[config.mk]
export PLATFORM = sky130hd
export DESIGN_NAME = ljb_exec
export DESIGN_NICKNAME = d
export VERILOG_FILES = /design/src/rtl/ljb_pkg.sv /design/src/rtl/ljb_exec.sv
export SDC_FILE = /design/constraint.sdc
export NUM_CORES = 1
export LEC_CHECK = 0
export BUFFER_PORTS_ARGS = -buffer_cell sky130_fd_sc_hd__buf_4
export CAP_MARGIN = 20
export CORE_ASPECT_RATIO = 0.5
export CORE_MARGIN = 5
export CORE_UTILIZATION = 40
export DETAILED_ROUTE_END_ITERATION = 12
export HOLD_SLACK_MARGIN = 0.02
export PLACE_DENSITY = 0.66
export SYNTH_ARGS = -nofsm -noshare
export SYNTH_HDL_FRONTEND = slang
export SYNTH_SLANG_ARGS = --single-unit
[constraint.sdc]
create_clock -name clk -period 8.7 [get_ports clk]
set_clock_uncertainty 0.05 [all_clocks]
set_input_delay 0 -clock clk [delete_from_list [all_inputs] [get_ports clk]]
set_output_delay 0 -clock clk [all_outputs]
set_load 0.02 [all_outputs]
[src/rtl/ljb_pkg.sv]
// Purpose: Shared constants and types for the ladder jump and bit control unit
// Assumes: One instruction is presented per clock while instr_valid is high
// Notes: Opcode and state encodings are fixed here and used by design and bench
`default_nettype none
package ljb_pkg;
    // Jump number field
    localparam int JNUM_W = 7;
    localparam logic [6:0] JNUM_SHARED = 7'h00;
    localparam logic [6:0] JNUM_MAX = 7'h63;
    // Reset value of every data bit and edge history bit
    localparam logic BIT_RST = 1'b0;
    // Default size of the bit image
    localparam int NBITS_DEF = 64;

    // Instruction kinds presented to the unit
    typedef enum logic [3:0] {
        OP_NOP = 4'h0,
        OP_JUMP_START = 4'h1,
        OP_JUMP_END = 4'h2,
        OP_SET = 4'h3,
        OP_RESET = 4'h4,
        OP_RISE = 4'h5,
        OP_FALL = 4'h6,
        OP_KEEP = 4'h7,
        OP_OUT = 4'h8,
        OP_OUT_NOT = 4'h9,
        OP_GATE = 4'hA,
        OP_GATE_CLR = 4'hB
    } ljb_op_t;

    // Jump sequencer states
    typedef enum logic [1:0] {
        ST_RUN = 2'b00,
        ST_SKIP = 2'b01
    } ljb_jst_t;
endpackage
`default_nettype wire

[src/rtl/ljb_exec.sv]
// Purpose: Executes jump and bit control instructions against an internal bit image
// Assumes: Preceding condition logic supplies exec_cond (and keep's second line) per instruction
// Notes: Jump skipping works instruction by instruction; the shared number 00 simply
//        waits for the next jump end 00, so the search costs one cycle per skipped step
//        Program duties (unique numbers, keep line order) are not policed in hardware
`default_nettype none

// Functional notes
// - Jump condition ON runs following instructions normally
// - Jump condition OFF skips, nothing skipped changes
// - Jump number 00..99 selects jump type
// - Numbered jump lands on matching jump end
// - Many jump 00 may share one end
// - Jump 00 resumes after next jump end 00
// - Set and reset act only when condition ON
// - Set turns bit ON, never OFF
// - Reset turns bit OFF, never ON
// - Rising pulse ON one scan after rise
// - Falling pulse ON one scan after fall
// - Next execution clears a produced pulse
// - Keep first line ON sets bit
// - Keep second line ON clears, else hold
// - Keep bit holds inside gated section
// - Gate OFF runs section with conditions OFF
module ljb_exec
    import ljb_pkg::*;
#(
    parameter int NBITS = NBITS_DEF,
    parameter int AW = $clog2(NBITS_DEF)
) (
    // Clock and reset
    input wire logic clk,
    input wire logic rst,
    // Program scan boundary
    input wire logic scan_start,
    // Instruction stream
    input wire logic instr_valid,
    input wire ljb_op_t instr_op,
    input wire logic [JNUM_W-1:0] jump_num,
    input wire logic exec_cond,
    input wire logic keep_reset_cond,
    input wire logic [AW-1:0] operand_addr,
    // Bit image and write-back
    output logic [NBITS-1:0] bit_image,
    output logic wr_valid,
    output logic [AW-1:0] wr_addr,
    output logic wr_data,
    // Status
    output logic skipping,
    output logic gated,
    output logic jump_num_err
);

    // Refuse sizes the address cannot reach
    if (NBITS < 2 || (1 << AW) < NBITS) begin : g_size_chk
        $error("ljb_exec: AW too small for NBITS");
    end

    // Instructions that write their operand bit
    function automatic logic is_bit_op(input ljb_op_t op);
        return op inside {OP_SET, OP_RESET, OP_RISE, OP_FALL, OP_KEEP, OP_OUT, OP_OUT_NOT};
    endfunction

    // Jump number lies in the documented 00..99 range
    function automatic logic num_ok(input logic [JNUM_W-1:0] n);
        return n <= JNUM_MAX;
    endfunction

    // New operand value; cond is already forced OFF inside a gated section
    function automatic logic bit_next(input ljb_op_t op, input logic cur, input logic prev,
                                      input logic cond, input logic rcond);
        logic v;
        v = cur;
        case (op)
            OP_SET: v = cond ? 1'b1 : cur;
            OP_RESET: v = cond ? 1'b0 : cur;
            OP_RISE: v = cond & ~prev;
            OP_FALL: v = ~cond & prev;
            OP_KEEP: v = rcond ? 1'b0 : (cond ? 1'b1 : cur);
            OP_OUT: v = cond;
            OP_OUT_NOT: v = ~cond;
            default: v = cur;
        endcase
        return v;
    endfunction

    // Whole module state
    typedef struct packed {
        ljb_jst_t st;
        logic [JNUM_W-1:0] skip_num;
        logic gate_off;
        logic [NBITS-1:0] bits;
        logic [NBITS-1:0] prev;
        logic wr_valid;
        logic [AW-1:0] wr_addr;
        logic wr_data;
        logic num_err;
    } ljb_state_t;

    ljb_state_t q, d;
    logic cond_eff;
    logic run_go;
    logic skip_go;

    // Effective condition and the two sequencer qualifiers
    assign cond_eff = exec_cond & ~q.gate_off;
    assign run_go = instr_valid & ~scan_start & (q.st == ST_RUN);
    assign skip_go = instr_valid & ~scan_start & (q.st == ST_SKIP);

    // Next state
    always_comb begin
        d = q;
        d.wr_valid = 1'b0;
        d.num_err = 1'b0;
        if (scan_start) begin
            // A new scan never inherits a pending skip or a closed gate
            d.st = ST_RUN;
            d.gate_off = 1'b0;
        end else if (instr_valid) begin
            case (q.st)
                ST_SKIP: begin
                    // Everything skipped is ignored, including further jump starts
                    if (instr_op == OP_JUMP_END && jump_num == q.skip_num) begin
                        d.st = ST_RUN;
                    end
                end
                ST_RUN: begin
                    if (instr_op == OP_JUMP_START) begin
                        if (!num_ok(jump_num)) begin
                            d.num_err = 1'b1;
                        end else if (!cond_eff) begin
                            d.st = ST_SKIP;
                            d.skip_num = jump_num;
                        end
                    end else if (instr_op == OP_JUMP_END) begin
                        // Jump end in run state only reports a bad number
                        d.num_err = !num_ok(jump_num);
                    end else if (instr_op == OP_GATE) begin
                        d.gate_off = ~exec_cond;
                    end else if (instr_op == OP_GATE_CLR) begin
                        d.gate_off = 1'b0;
                    end else if (is_bit_op(instr_op) && !(instr_op == OP_KEEP && q.gate_off)) begin
                        // Keep is left alone in a gated section so its bit holds
                        d.bits[operand_addr] = bit_next(instr_op, q.bits[operand_addr],
                            q.prev[operand_addr], (instr_op == OP_KEEP) ? exec_cond : cond_eff,
                            keep_reset_cond);
                        d.prev[operand_addr] = cond_eff;
                        d.wr_valid = 1'b1;
                        d.wr_addr = operand_addr;
                        d.wr_data = d.bits[operand_addr];
                    end
                end
                default: d.st = ST_RUN;
            endcase
        end
    end

    // State register
    always_ff @(posedge clk or posedge rst) begin
        if (rst) begin
            q <= '{st: ST_RUN, skip_num: '0, gate_off: 1'b0, bits: {NBITS{BIT_RST}},
                   prev: {NBITS{BIT_RST}}, wr_valid: 1'b0, wr_addr: '0, wr_data: 1'b0, num_err: 1'b0};
        end else begin
            q <= d;
        end
    end

    // Outputs straight from the state register
    assign bit_image = q.bits;
    assign wr_valid = q.wr_valid;
    assign wr_addr = q.wr_addr;
    assign wr_data = q.wr_data;
    assign skipping = (q.st == ST_SKIP);
    assign gated = q.gate_off;
    assign jump_num_err = q.num_err;
endmodule
`default_nettype wire

# Yosys cells after proc, flatten, opt, wreduce, memory -nomap -nowiden
# Index checks and enable logic that the tools add are counted.
[op_classes] n_reduce_logical=15 n_eq_ne=19 n_mux=43 bitwise_logic=13 magnitude_cmp=3
[op_table] cell="$mux 136" n=3
[op_table] cell="$mux 137" n=2
[op_table] cell="$mux 147" n=1
[op_table] cell="$mux 145" n=1
[op_table] cell="$bwmux 64" n=2
[op_table] cell="$mux 9" n=4
[op_table] cell="$mux 1" n=22
[op_table] cell="$bmux 1 s6" n=3
[op_table] cell="$eq 4x3->1 const B" n=4
[op_table] cell="$eq 4x4->1 const B" n=4
[op_table] cell="$not 1->1" n=10
[op_table] cell="$reduce_and 5->1" n=2
[op_table] cell="$ne 3x2->1 const B" n=3
[op_table] cell="$eq 4x2->1 const B" n=2
[op_table] cell="$reduce_and 8->1" n=1
[op_table] cell="$eq 7x7->1" n=1
[op_table] cell="$le 7x7->1 const B" n=1
[op_table] cell="$lt 6x7->1 const B" n=1
[op_table] cell="$pmux 1 s7" n=1
[op_table] cell="$reduce_bool 7->1" n=1
[op_table] cell="$demux 1 s6" n=1
[op_table] cell="$ge 6x1->1 const B" n=1
[op_table] cell="$reduce_and 6->1" n=1
[op_table] cell="$eq 4x1->1 const B" n=1
[op_table] cell="11 further kinds" n=20
[word_totals] wordCells=102 register_bits=147 inputBits=23 out_inout_bits=75

# Logic depth before layout (Yosys ltp)
[depth] depth_word=25 mapped_depth=12 ltp_nobuf=8

# Worst setup path before layout
# OpenSTA, ideal clock, no wires.
[synth_path] path_kind="flip-flop to flip-flop" from="register q[72] (netlist name)" to="register q, in the netlist bit_image[10]" arrival_ps=2196 path_slack_ps=6315 required_ps=8511 synth_period_minus_slack_ps=2385 n_path_buf=2 setup_ps=139 path_stages_with_launch=10 path_cell_list="dfrtp_1 -> mux4_2 -> mux2_2 -> nand2_1 -> o2111ai_1 -> or4_1 -> mux2i_1 -> buf_2 -> buf_4 -> a31oi_1"
[synth_via] elab_chain_cells=14 elab_cells_between_ends=15 cone_classes="mux (12); bitwise (3)"
[synth_rtl] item="start, declared" line="ljb_exec.sv:100" rtl="ljb_state_t q, d;"
[synth_rtl] item="start signal, assigned" line="ljb_exec.sv:161" rtl="q <= '{st: ST_RUN, skip_num: '0, gate_off: 1'b0, bits: {NBITS{BIT_RST}},"
[synth_rtl] item="$bmux 1 s6 *" line="ljb_exec.sv:145" rtl="q.prev[operand_addr], (instr_op == OP_KEEP) ? exec_cond : cond_eff,"
[synth_rtl] item="$mux 1 (not written as such) *" line="ljb_exec.sv:145"
[synth_rtl] item="$not 1->1" line="ljb_exec.sv:77" rtl="OP_RISE: v = cond & ~prev;"
[synth_rtl] item="$and 1x1->1" line="ljb_exec.sv:77"
[synth_rtl] item="$pmux 1 s7 *" line="ljb_exec.sv:74" rtl="case (op)"
[synth_rtl] item="$mux 1 *" line="ljb_exec.sv:142" rtl="end else if (is_bit_op(instr_op) && !(instr_op == OP_KEEP && q.gate_off)) begin"
[synth_rtl] item="$mux 1 *" line="ljb_exec.sv:140" rtl="end else if (instr_op == OP_GATE_CLR) begin"
[synth_rtl] item="$mux 1 *" line="ljb_exec.sv:138" rtl="end else if (instr_op == OP_GATE) begin"
[synth_rtl] item="$mux 1 *" line="ljb_exec.sv:135" rtl="end else if (instr_op == OP_JUMP_END) begin"
[synth_rtl] item="$mux 1 *" line="ljb_exec.sv:128" rtl="if (instr_op == OP_JUMP_START) begin"
[synth_rtl] item="$mux 1 *" line="ljb_exec.sv:120" rtl="case (q.st)"
[synth_rtl] item="$mux 1 *" line="ljb_exec.sv:119" rtl="end else if (instr_valid) begin"
[synth_rtl] item="$mux 1 *" line="ljb_exec.sv:115" rtl="if (scan_start) begin"
[synth_rtl] item="$bwmux 64 *" line="ljb_exec.sv:144" rtl="d.bits[operand_addr] = bit_next(instr_op, q.bits[operand_addr],"
# Every way passes the cells marked *; elsewhere a longest branch is shown, timed or not. The select of a mux whose other input is x is not followed.
# A chain may end at the register's enable or synchronous reset.

# Final worst setup path
[layout_path] from="register q[72] (netlist name)" to="register q, in the netlist bit_image[1]"
# The elaborated chain is that of the path after synthesis.

==> impl_results.md <==
- Status: completed
- Worst Setup End Kind: register
- Core box area: slightly below 0.02 sq mm
- Drt drc: 0
- Worst relative slew slack: 37.7%
- GRT overflow: 0
- Cell count of the worst reg-to-reg path: 8
- Vias per inst: 5.50
- MaxCap Viol Count: 0
- Final setup vio count: 0
- PortBufs: 97
- # rows: 36
- Nets: 790
- Warnings, synthesis: 0
- Clock-pin slew on the worst setup and hold paths: roughly 60 ps
- Mapped Area: slightly below 0.008 sq mm
- Post-route ant nets: 0
- Clk Latency, worst-skew pair: ~430 ps
- Leak: between 4 and 5 nW
- Crit start category: register
- Share of cells above drive strength 1: between 20% and 30%
- IO Pins: 98
- Top fanout value on the critical path: 42
- Busiest grt layer: met2
- Slew Viols, Final: 0
- Hold path depth: 3
- H-tree Lvls: 4
- Synth Net Count: 769
- Place WS: 4970 ps
- DIE AREA: approximately 0.022 sq mm
- Buf/Inv on CP: 1
- Routed vias: about 5700
- Final setup margin: between 5000 and 6000 ps
- Unique masters post-synth: 54
- Peak Freq: roughly 280 MHz
- Setup TNS: 0 ps
- Most used DFF post-synth: dfrtp_1
- Met1 Use GR: approximately 26%
- Die height: between 100 and 150 um
- R2r setup slk: slightly above 5000 ps
- CTS tree: yes
- First-pass GRT wire length: ~33000 um
- Initial core utilization: about two fifths
- CTS sink cnt: about 150
- Max Root-Sink Buffers: 2
- CTS Root Cell: clkbuf_16
- Vias in the first global route: approximately 5800
- CTS Buf Count: 17
- Final Wtd Congestion: roughly 0.84
- Top delay family on crit path: multiplexers
- Post-detail-place hpwl: 13400 um
- Ranking of synthesized cells by area: dfrtp_1, mux2_2, buf_4
- Hold path start: operand_addr[1]
- Min Hold Slack: 43.8 ps
- Slowest cell on crit path: mux2i_4
- # diodes: 0
- Share of the synthesized area in the top cell type: 47.0%
- Flip-flop and latch count after synthesis: approximately 150
- Area grow syn2layout: 14.6%
- WL per Instance: between 20 and 25 um
- Final WL: roughly 21000 um
- Synth area leader: dfrtp_1
- Syn avg cell area: between 10 and 15 sq um
- Crit path required time: 8910 ps
- TritonRoute pass-1 iters: 5
- Peak VDD IR: between 100 and 150 uV
- Power per cell area: between 150 and 200 mW/mm^2
- Hold Path Class: input port to register
- Antenna violations before repair: 0
- Initial detailed-routing violation count: ~520
- EDFF count, synth: 0
- Met2 Track Usage GR: about 30%
- Final Critical Period: ~3500 ps
- WP data arrival: about 3800 ps
- Fin crit share: 40.7%
- Largest net degree at the start of global routing: 75
- Post-Synthesis Cells: roughly 750
- Worst path cell trace: mux4_2 > mux2_2 > nand2_1 > o2111ai_1 > or4_1 > mux2i_4 > buf_4 > a41oi_1
- GRT Util Overall: about a fifth
- Unrepaired setup endpoints after global routing: no
- Reg2reg end: bit_image[1]
- Setup bufs post-CTS: 0
- Final hold vios: 0
- Max incr delay on CP: about 670 ps
- Critical R2R Launch: q[72]
- Worst Setup Path Type: register to register
- Sequential element share of the synthesized area: between 40% and 50%
- Worst hold endpoint: wr_addr[1]
- Grt met3 use: under 10%
- Fillers: 1759
- Ys async rst share: 100%
- Die Wd: between 200 and 250 um
- Worst slew pin tran: just over 900 ps
==> flip-flops by register name (all words and copies together), names as in the netlist <==
signal / cells
bit_image: 64
gated: 1
jump_num_err: 1
q: 72
wr_addr: 6
wr_data: 1
wr_valid: 1
==> area by class of cell <==
class                      instances  area [sq um]  area share [%]
sequential                       146          3650            41.0
clock inverter                    11           133            1.49
timing repair buffer             120           948            10.7
clock buffer                      19           433            4.86
inverter                           6          27.5           0.309
multi-input combinational        476          3380            37.9
tap                              266           333            3.74
==> cell usage in the layout (no fill, tap or decap), drive strengths merged, types with 2 or more instances in the layout <==
cell type	instances
dfrtp	146
nor2	130
buf	101
mux2	76
a31oi	63
nand2	47
mux2i	24
dlygate4sd3	19
clkbuf	19
mux4	17
o21ai	13
a21oi	12
nand3	10
nor2b	10
inv	9
xor2	7
or3	5
a41oi	5
and2	4
and3	4
a22oi	4
o211ai	4
nor3	4
clkinvlp	4
nand2b	3
nor4	3
nand4	2
a211oi	2
or4	2
a22o	2
nand3b	2
a31o	2
bufinv	2
nor4b	2
clkinv	2
==> tightest hold or removal path, stage by stage <==
cell and delay, ps:
buf_4 280, nand2_1 120, nand2_1 50
==> how the worst max path moves through the flow <==
| stage | slack [ps] | cells after the start | end | startpoint |
|---|---|---|---|---|
| after floorplan | 4730 | 1 | bit_image[0] | rst |
| after global placement | 5030 | 9 | bit_image[5] | operand_addr[0] |
| after detailed placement | 4970 | 9 | bit_image[1] | operand_addr[0] |
| after CTS | 5220 | 8 | bit_image[1] | q[72] |
| after global routing | 4970 | 8 | bit_image[0] | q[70] |
| final | 5160 | 8 | bit_image[1] | q[72] |
==> timing repair <==
item                                   in CTS  in global routing
hold buffers                               19                  0
endpoints found under the hold margin      85                  0
resized for setup                           0                  0
==> routing by layer <==
layer  vias up  share of wire [%]
li1       2636                  -
met1      2896                 45
met2       191                 47
met3        22                6.6
met4         0                1.5
met5         -                  0
==> logic make-up after synthesis <==
group	after synthesis	synth area share (%)
DFF	146	47.0
AOI/OAI and AO/OA	119	10.0
and+or+nand+nor	232	13.1
buffers and inverters	124	9.96
muxes	117	19.0
xor gates and xnor gates	8	0.902
==> synthesized netlist by cell type (2+ instances only) <==
library cell	count
a22o_1	2
a31oi_1	63
a21oi_1	12
nand3b_1	2
a31o_2	2
nand4_1	2
dfrtp_1	146
a41oi_1	5
xor2_1	7
nand2b_1	3
buf_2	10
nor2b_1	10
nand3_1	10
a22oi_1	4
nor2_1	130
nor3_1	4
nor4_1	3
and2_1	4
buf_6	2
mux2_2	76
buf_4	75
a211oi_1	2
o211ai_1	4
and3_1	4
clkbuf_1	26
nand2_1	47
or4_1	2
inv_1	5
mux2i_1	24
or3_1	5
o21ai_0	12
mux4_2	17
buf_1	5
==> power by group <==
| group | switching [mW] | total, mW | internal, mW |
|---|---|---|---|
| Sequential | 0.0402 | 0.771 | 0.731 |
| Combinational | 0.170 | 0.289 | 0.119 |
| Clock | 0.292 | 0.714 | 0.422 |
| Total | 0.502 | 1.77 | 1.27 |
==> through the flow <==
stage | util [%] | std cells | total power [mW] | cell area [sq um]
3_5_place_dp | 42.3 | 995 | 1.07 | 8150
5_1_grt | 46.2 | 1044 | 1.85 | 8900
2_1_floorplan | - | 746 | 0.993 | 7770
3_3_place_gp | 42.3 | 995 | 1.06 | 8150
6_report | 46.2 | 1044 | 1.77 | 8900
4_1_cts | 46.2 | 1044 | 1.78 | 8900
Power figures use the tool's default switching activity.
